<file path="config.mk">
export PLATFORM = sky130hd
export DESIGN_NAME = debug_trigger_csr_bank
export DESIGN_NICKNAME = d
export VERILOG_FILES = /design/src/design/debug_trigger_pkg.sv /design/src/design/debug_trigger_csr_bank.sv
export SDC_FILE = /design/constraint.sdc
export NUM_CORES = 1
export LEC_CHECK = 0
export BUFFER_PORTS_ARGS = -buffer_cell sky130_fd_sc_hd__buf_2
export CAP_MARGIN = 20
export CORE_MARGIN = 1.5
export CORE_UTILIZATION = 40
export DETAILED_ROUTE_END_ITERATION = 7
export HOLD_SLACK_MARGIN = 0.15
export SYNTH_ARGS = -nofsm -noshare
export SYNTH_HDL_FRONTEND = slang
export SYNTH_SLANG_ARGS = --single-unit
</file>
<file path="constraint.sdc">
create_clock -name clk -period 26.5 [get_ports clk]
set_input_delay 1.325 -clock clk [delete_from_list [all_inputs] [get_ports clk]]
set_output_delay 1.325 -clock clk [all_outputs]
set_load 0.05 [all_outputs]
</file>
<file path="src/design/debug_trigger_pkg.sv">
// Functional notes
// - Debug status, resume PC and scratch: debug mode only.
// - Select and the three data words work in debug and machine mode.
// - The 32-bit select value picks the bank entry the data addresses reach.
// - Select is write_any_read_legal; never keeps an unimplemented index.
// - Data words are views of the selected entry; only the second is full-width read/write.
// - First data word: read-only type in bits 31:28, contents in 27:0.
// - Type 0 means absent, 2 means address/data match, others reserved.
// - Debug-only bit picks the view; debug view only for debug-mode code.
// - Machine access to data words of a debug-only trigger is illegal.
// - Entering debug mode copies the current PC into the resume PC.
// - Leaving debug mode resumes at the stored resume PC.
// - Eight breakpoints per hart, shared by debug and machine mode.
// - First word is match control, second match address, third reserved.
// - Every breakpoint reports type code 2 unless debug-claimed and read from machine mode.
// - Machine mode reads type 0 for a debug-claimed breakpoint.
package debug_trigger_pkg;
	localparam int XLEN = 32;
	localparam int TRIGGER_COUNT = 8;
	localparam int CSR_ADDR_W = 12;
	localparam int CTRL_W = 28;
	// Control register addresses
	localparam logic [CSR_ADDR_W-1:0] ADDR_SELECT = 12'h7a0;
	localparam logic [CSR_ADDR_W-1:0] ADDR_DATA_FIRST = 12'h7a1;
	localparam logic [CSR_ADDR_W-1:0] ADDR_DATA_SECOND = 12'h7a2;
	localparam logic [CSR_ADDR_W-1:0] ADDR_DATA_THIRD = 12'h7a3;
	localparam logic [CSR_ADDR_W-1:0] CSR_DCSR = 12'h7b0;
	localparam logic [CSR_ADDR_W-1:0] CSR_DPC = 12'h7b1;
	localparam logic [CSR_ADDR_W-1:0] CSR_DSCRATCH = 12'h7b2;
	// First data word layout
	localparam int TYPE_LSB = 28;
	localparam logic [3:0] TYPE_NONE = 4'h0;
	localparam logic [3:0] TYPE_MATCH = 4'h2;
	localparam int DMODE_BIT = 27;
	localparam int MASKMAX_LSB = 21;
	localparam int MASKMAX_MSB = 26;
	localparam logic [5:0] MASKMAX_VAL = 6'h04;
	localparam int ACTION_LSB = 12;
	localparam int ACTION_MSB = 17;
	localparam logic [27:0] CTRL_WRITABLE = 28'h0000fdf;
	localparam logic [27:0] CTRL_RESET = 28'h0800000;
	localparam logic [31:0] WORD_RESET = 32'h00000000;
endpackage

</file>
<file path="src/design/debug_trigger_csr_bank.sv">
`timescale 1ns/100ps
module debug_trigger_csr_bank
	import debug_trigger_pkg::*;
#(
	parameter int TRIGGERS = TRIGGER_COUNT
)
(
	// Clock and reset
	input wire logic clk,
	input wire logic rst,
	// Control register access from the core
	input wire logic csr_req,
	input wire logic csr_write,
	input wire logic [CSR_ADDR_W-1:0] csr_addr,
	input wire logic [XLEN-1:0] csr_wdata,
	input wire logic in_debug,
	output logic csr_ack,
	output logic [XLEN-1:0] csr_rdata,
	output logic csr_illegal,
	// Debug mode entry and exit
	input wire logic debug_enter,
	input wire logic [XLEN-1:0] current_pc,
	input wire logic debug_exit,
	output logic resume_valid,
	output logic [XLEN-1:0] resume_pc
);
	localparam int SW = (TRIGGERS > 1) ? $clog2(TRIGGERS) : 1;

	// ************************************************************
	// Helpers
	// ************************************************************
	function automatic logic is_trigger_data(
		input logic [CSR_ADDR_W-1:0] a
	);
		return (a == ADDR_DATA_FIRST) || (a == ADDR_DATA_SECOND)
			|| (a == ADDR_DATA_THIRD);
	endfunction

	function automatic logic is_debug_only(input logic [CSR_ADDR_W-1:0] a);
		return (a == CSR_DCSR) || (a == CSR_DPC) || (a == CSR_DSCRATCH);
	endfunction

	// Builds a legal control word from a write
	function automatic logic [CTRL_W-1:0] legal_ctrl(
		input logic [CTRL_W-1:0] old,
		input logic [XLEN-1:0] w,
		input logic dbg
	);
		logic [CTRL_W-1:0] r;
		r = w[CTRL_W-1:0] & CTRL_WRITABLE;
		if (w[ACTION_MSB:ACTION_LSB+1] == '0)
		begin
			r[ACTION_LSB] = w[ACTION_LSB];
		end
		else
		begin
			r[ACTION_LSB] = old[ACTION_LSB];
		end
		r[MASKMAX_MSB:MASKMAX_LSB] = MASKMAX_VAL;
		r[DMODE_BIT] = dbg ? w[DMODE_BIT] : old[DMODE_BIT];
		return r;
	endfunction

	// ************************************************************
	// State
	// ************************************************************
	logic [SW-1:0] sel;
	logic [SW-1:0] next_sel;
	logic [CTRL_W-1:0] ctrl [TRIGGERS];
	logic [CTRL_W-1:0] next_ctrl [TRIGGERS];
	logic [XLEN-1:0] match_addr [TRIGGERS];
	logic [XLEN-1:0] next_match_addr [TRIGGERS];
	logic [XLEN-1:0] dcsr;
	logic [XLEN-1:0] next_dcsr;
	logic [XLEN-1:0] dpc;
	logic [XLEN-1:0] next_dpc;
	logic [XLEN-1:0] dscratch;
	logic [XLEN-1:0] next_dscratch;
	logic next_csr_ack;
	logic [XLEN-1:0] next_csr_rdata;
	logic next_csr_illegal;
	logic next_resume_valid;
	logic [XLEN-1:0] next_resume_pc;
	logic sel_dmode;

	assign sel_dmode = ctrl[sel][DMODE_BIT];

	// ************************************************************
	// Next values
	// ************************************************************
	always_comb
	begin
		next_sel = sel;
		next_ctrl = ctrl;
		next_match_addr = match_addr;
		next_dcsr = dcsr;
		next_dpc = dpc;
		next_dscratch = dscratch;
		next_csr_ack = csr_req;
		next_csr_rdata = WORD_RESET;
		next_csr_illegal = 1'b0;
		next_resume_valid = debug_exit;
		next_resume_pc = resume_pc;
		if (csr_req)
		begin
			if (is_debug_only(csr_addr) && !in_debug)
			begin
				next_csr_illegal = 1'b1;
			end
			else if (is_trigger_data(csr_addr) && !in_debug && sel_dmode)
			begin
				next_csr_illegal = 1'b1;
				next_csr_rdata = {TYPE_NONE, {CTRL_W{1'b0}}};
			end
			else
			begin
				case (csr_addr)
					ADDR_SELECT:
					begin
						next_csr_rdata = XLEN'(sel);
						if (csr_write && (csr_wdata < XLEN'(TRIGGERS)))
						begin
							next_sel = csr_wdata[SW-1:0];
						end
					end
					ADDR_DATA_FIRST:
					begin
						next_csr_rdata = {TYPE_MATCH, ctrl[sel]};
						if (csr_write)
						begin
							// Type nibble of the write is dropped
							next_ctrl[sel] = legal_ctrl(ctrl[sel], csr_wdata,
								in_debug);
						end
					end
					ADDR_DATA_SECOND:
					begin
						next_csr_rdata = match_addr[sel];
						if (csr_write)
						begin
							next_match_addr[sel] = csr_wdata;
						end
					end
					ADDR_DATA_THIRD:
					begin
						next_csr_rdata = WORD_RESET;
					end
					CSR_DCSR:
					begin
						next_csr_rdata = dcsr;
						if (csr_write)
						begin
							next_dcsr = csr_wdata;
						end
					end
					CSR_DPC:
					begin
						next_csr_rdata = dpc;
						if (csr_write)
						begin
							next_dpc = csr_wdata;
						end
					end
					CSR_DSCRATCH:
					begin
						next_csr_rdata = dscratch;
						if (csr_write)
						begin
							next_dscratch = csr_wdata;
						end
					end
					default:
					begin
						next_csr_illegal = 1'b1;
					end
				endcase
			end
		end
		if (debug_enter)
		begin
			next_dpc = current_pc;
		end
		if (debug_exit)
		begin
			next_resume_pc = dpc;
		end
	end

	// ************************************************************
	// Registers
	// ************************************************************
	always_ff @(posedge clk or posedge rst)
	begin
		if (rst)
		begin
			sel <= '0;
			dcsr <= WORD_RESET;
			dpc <= WORD_RESET;
			dscratch <= WORD_RESET;
			csr_ack <= 1'b0;
			csr_rdata <= WORD_RESET;
			csr_illegal <= 1'b0;
			resume_valid <= 1'b0;
			resume_pc <= WORD_RESET;
		end
		else
		begin
			sel <= next_sel;
			dcsr <= next_dcsr;
			dpc <= next_dpc;
			dscratch <= next_dscratch;
			csr_ack <= next_csr_ack;
			csr_rdata <= next_csr_rdata;
			csr_illegal <= next_csr_illegal;
			resume_valid <= next_resume_valid;
			resume_pc <= next_resume_pc;
		end
	end

	// Trigger bank, one entry per breakpoint
	for (genvar i = 0; i < TRIGGERS; i++)
	begin : g_bank
		always_ff @(posedge clk or posedge rst)
		begin
			if (rst)
			begin
				ctrl[i] <= CTRL_RESET;
				match_addr[i] <= WORD_RESET;
			end
			else
			begin
				ctrl[i] <= next_ctrl[i];
				match_addr[i] <= next_match_addr[i];
			end
		end
	end
endmodule // debug_trigger_csr_bank

</file>
* Word level (Yosys, flattened, before mapping) *
Cells that the tools add are included.

storage, ports and cells
  flip-flop bits (word level) = 646
  latch bits = 0
  bits in writable memories = 0
  memory bits (read-only) = 0
  input bits = 83
  output and inout port bits = 67
  logic and storage cells = 94
  memories kept = 0

operators by class
  $add $sub $neg = 0
  $mul = 0
  divide/modulo/power cells = 0
  $lt $le $gt $ge = 3
  equal/unequal tests = 9
  shifts and indexed selects = 0
  mux-type cells = 33
  bitwise gates (word level) = 3
  reduce and logical (&&, ||, !) cells = 21

operators by type and width
  cell                  count
  $mux 32               12
  $bwmux 256            1
  $bwmux 224            1
  $pmux 32 s6           1
  $bmux 32 s3           1
  $demux 32 s3          1
  $bmux 28 s3           1
  $demux 28 s3          1
  $eq 12x11->1 const B  7
  $mux 28               3
  $lt 32x4->1 const B   1
  $reduce_and 5->1      6
  $mux 1                11
  $reduce_or 7->1       1
  $reduce_bool 2->1     3
  $logic_and 1x1->1     5
  $logic_not 5->1       1
  $ge 4x4->1 const B    1
  $logic_or 1x1->1      4
  $lt 4x1->1 const B    1
  $ne 2x2->1 const B    2
  $not 3->4             1
  $not 1->1             2
  $logic_not 1->1       1

* Logic depth before layout (Yosys ltp) *
  depth in word-level cells = 11
  mapped depth = 9
  mapped depth without buffers = 5

* Worst setup path before layout *
No wires, ideal clock.

  kind = input-to-reg
  start point = input csr_addr[3]
  end point = register ctrl[140] (netlist name)
  library setup time = 0.125 ns
  arrival time = 3.563 ns
  required time = 26.375 ns
  slack = 22.812 ns
  stages on the path = 8
  buffers on the path = 3
  cell sequence = or3b_1 > buf_2 > or3_1 > buf_2 > or3_4 > nor4_4 > buf_6 > mux2_2

on the way
  word-level cells in the longest chain between the ends = 7
  elaborated cells on any way between the ends = 16

RTL lines
  what                                    RTL line                                                     source
  start: declaration                      debug_trigger_csr_bank.sv:14                                 input wire logic [CSR_ADDR_W-1:0] csr_addr,
  $eq 12x11->1, on equally long branches  debug_trigger_csr_bank.sv:35, debug_trigger_csr_bank.sv:117
  $logic_or 1x1->1                        debug_trigger_csr_bank.sv:35                                 return (a == ADDR_DATA_FIRST) || (a == ADDR_DATA_SECOND)
  $logic_or 1x1->1                        debug_trigger_csr_bank.sv:36                                 || (a == ADDR_DATA_THIRD);
  $logic_and 1x1->1 (2 in series)         debug_trigger_csr_bank.sv:110                                else if (is_trigger_data(csr_addr) && !in_debug && sel_dmode)
  $not 1->1 (no source line)              n/a
  $reduce_and 5->1 (no source line) (*)   n/a
  end signal: indexed assignment          debug_trigger_csr_bank.sv:232                                ctrl[i] <= next_ctrl[i];
  end: declaration                        debug_trigger_csr_bank.sv:69                                 logic [CTRL_W-1:0] ctrl [TRIGGERS];

Every way passes the cells marked *; elsewhere a longest branch is shown, timed or not.
A chain may end at the register's enable or synchronous reset.

* Final worst setup path *
  start point = register sel[1]
  end point = register match_addr[179] (netlist name)

on the way
  word-level cells in the longest chain between the ends = 7
  elaborated cells on any way between the ends = 13

RTL lines
  what                                                                RTL line                                                     source
  start: declaration                                                  debug_trigger_csr_bank.sv:67                                 logic [SW-1:0] sel;
  start signal: assignment                                            debug_trigger_csr_bank.sv:208                                sel <= next_sel;
  $not 3->4 (not written as such) (*)                                 debug_trigger_csr_bank.sv:86, debug_trigger_csr_bank.sv:141
  parallel branches: the longest is 6 deep, another holds $ge 4x4->1  n/a
  end signal: indexed assignment                                      debug_trigger_csr_bank.sv:233                                match_addr[i] <= next_match_addr[i];
  end: declaration                                                    debug_trigger_csr_bank.sv:71                                 logic [XLEN-1:0] match_addr [TRIGGERS];

Mark *: on every way between the ends. The select of a mux whose other input is x is not followed.

==> reports/results.ini <==
[global_routing]
grt_pass1_wl_um=104000
grt_max_degree=174
grt_busiest_layer=met2
met3_usage=0.0379
grt_antenna_before_repair=2
grt_util_met1=0.327
overflow=0
grt_pass1_vias=16000
gr-usage-met2=0.356
track_usage=0.227

[route]
ant_nets=0
drtIter0Drc=1181
post-route-drc-count=0
wl_um=68700
viasPerCell=5.83
dr.pass1.iters=7
num_vias=15800
wl_per_cell_um=25.3

[yosys]
synth-edff-count=0
ys.flop_type=dfrtp_1
ys_ff_latch=526
synthDistinctLibCells=56
syn-instance-count=1826
synth_area_um2=23900
synth_top_cell_by_area=dfrtp_1
yosysMostFrequentCell=dfrtp_1
async_flop_share=1.00
yosysWarnings=0
ys_top_cells_by_count=dfrtp_1 (526), mux2_2 (433), clkbuf_1 (112)
syn_nets=1909
seq_area_frac_synth=0.551
yosys-top-cells-area=dfrtp_1 (55%), mux2_2 (20%), mux2i_1 (3.1%)
synth_top_area_frac=0.551
synth.avg_cell_area_um2=13.1

[finish]
final_nets=1980
instances_no_fill=2716
drive_above_1_share=0.408
area_delta_synth_final_pct=13.8
fillCellCount=5228

[worst_setup_path]
crit_path_max_fanout=51
r2r-start=sel[1]
cp-end-kind=register
crit_arrival_ns=4.98
critPathSlowestCell=or4_1
cp-startpoint=sel[1]
cpLargestDelayFamily=simple AND/OR/NAND/NOR gates
cp_cell_sequence=buf_4 -> or2_2 -> o22ai_1 -> or4_1 -> nand3_2 -> buf_4 -> mux2_2
startpoint_type=register
cp_num_buf_inv=2
cp.required_ns=26.98
slowest_delay_ns=0.80
path_common_cell=buf_4
path_class=register to register

[clock_network]
ctsResizeCount=0
cts_buffer_depth=3
cts.htree.levels=2
clock-sinks=526
cts-root-buf=clkbuf_16
numCtsBuffers=52
clock_latency_ns=0.61
clkSlewWorstSetupHoldPaths_ns=0.06
cts_setup_buffers=0
ctsHoldBuffers=0
cts_tree=done

[floorplan]
die_h_um=247
rows=89
initial_core_util=0.404
core_area_um2=59000
die-area_um2=61100
die_w_um=247
ios=150

[timing]
fin_crit_sh=0.170
finalSetupViolations=0
setup_ws_ns=22.00
rsz0062_at_grt=no
timing_hold_violations_final=0
whs_ns=0.491
maxSlewHeadroom=0.280
fmax_mhz=222
slew_viol_final=0
max_slew.worst_pin.slew_ns=1.08
finClkSkew_ns=0.0220
period_minus_slack_ns=4.50
fin_tns_setup_ns=0

[min_path]
hp-start=match_addr[119]
hold_path.class=register to register

[placement]
dp.cells=2613
io_buffers=149
hpwl_um=43000
dp_slack_ns=21.92
routabilityCongestion=0.830

[power]
p_leak_nw=12.9
ir_drop_v=0.0000626
p_per_area_nw_per_um2=63.6
p_total_mw=1.73

[job]
maxCapViolCount=0

[status]
status=finished, final reports clean

==> cell usage in the layout (no fill, tap or decap), drive strengths merged, types with 3 or more instances in the layout <==
cell type  synthesis  final
a32oi              9      9
nand2            110    110
o221ai            14     14
or2                5      5
mux4              30     30
mux2i             75     75
nor3              14     14
mux2             468    468
clkinv             1     16
inv               18     18
nor4              13     13
o311ai             5      5
dfrtp            526    526
or4                3      3
nor2b             37     37
clkbuf           112     77
a31oi             41     41
and3               5      5
a21oi             71     71
nor2              26     26
o21ai             33     33
buf               60    189
a221o              3      3
bufinv             0      6
a221oi             4      4
or3                4      4
nand3             21     21
nand4              3      3
a22oi             37     37
nand3b             3      3
nand2b             9      9
o22ai             36     36
a222oi             3      3
a211oi            10     10
==> report_power, final <==
group	internal (mW)	switching [mW]	total, mW
combinational	0.0239	0.0757	0.0996
sequential	0.815	0.00823	0.823
clock	0.481	0.325	0.805
==> metal layers <==
metal | share of wire | up-vias
li1 | - | 6792
met1 | 0.45 | 8387
met2 | 0.46 | 577
met3 | 0.075 | 90
met4 | 0.020 | 0
met5 | 0 | -
==> path summary, 6_finish.rpt <==
check / end / slack [ns] / depth (start not counted)
max: match_addr[179] / 22.00 / 7
min reg2reg: match_addr[119] / 0.49 / 1
max reg2reg: match_addr[179] / 22.00 / 7
min in group asynchronous: csr_rdata[8] / 0.89 / 2
max in group asynchronous: match_addr[179] / 23.29 / 4
min: match_addr[119] / 0.49 / 1
==> cell type report <==
| type | instances | area (um2) | share of cell area |
|---|---|---|---|
| Antenna cell | 2 | 5.00 | 0.000184 |
| Clock buffer | 77 | 1620 | 0.0596 |
| Clock inverter | 21 | 270 | 0.00995 |
| Inverter | 19 | 78.8 | 0.00290 |
| Multi-Input combinational cell | 1109 | 9950 | 0.366 |
| Sequential cell | 526 | 13200 | 0.485 |
| Tap cell | 773 | 967 | 0.0356 |
| Timing Repair Buffer | 189 | 1100 | 0.0404 |
==> per-stage QoR <==
stage          instance area (um2)   util
2_1_floorplan                23900      -
3_3_place_gp                 25200  0.427
3_5_place_dp                 25200  0.427
4_1_cts                      27100  0.459
5_1_grt                      27200  0.460
6_report                     27200  0.460
==> sequential cells by signal, summed over array words and instances (netlist names) <==
signal	count
sel	3
csr_rdata	32
dscratch	32
resume_valid	1
ctrl	104
resume_pc	32
dcsr	32
csr_illegal	1
dpc	32
match_addr	256
csr_ack	1
==> logic make-up (layout without fill, tap and decap cells) <==
kind of cell,Yosys count,count (layout),share of synthesized area
compound gates,276,276,0.0747
buf+inv,191,306,0.0336
flops,526,526,0.551
mux,573,573,0.283
other cells,0,2,0
simple gates,260,260,0.0571
(Power assumes the default switching activity.)
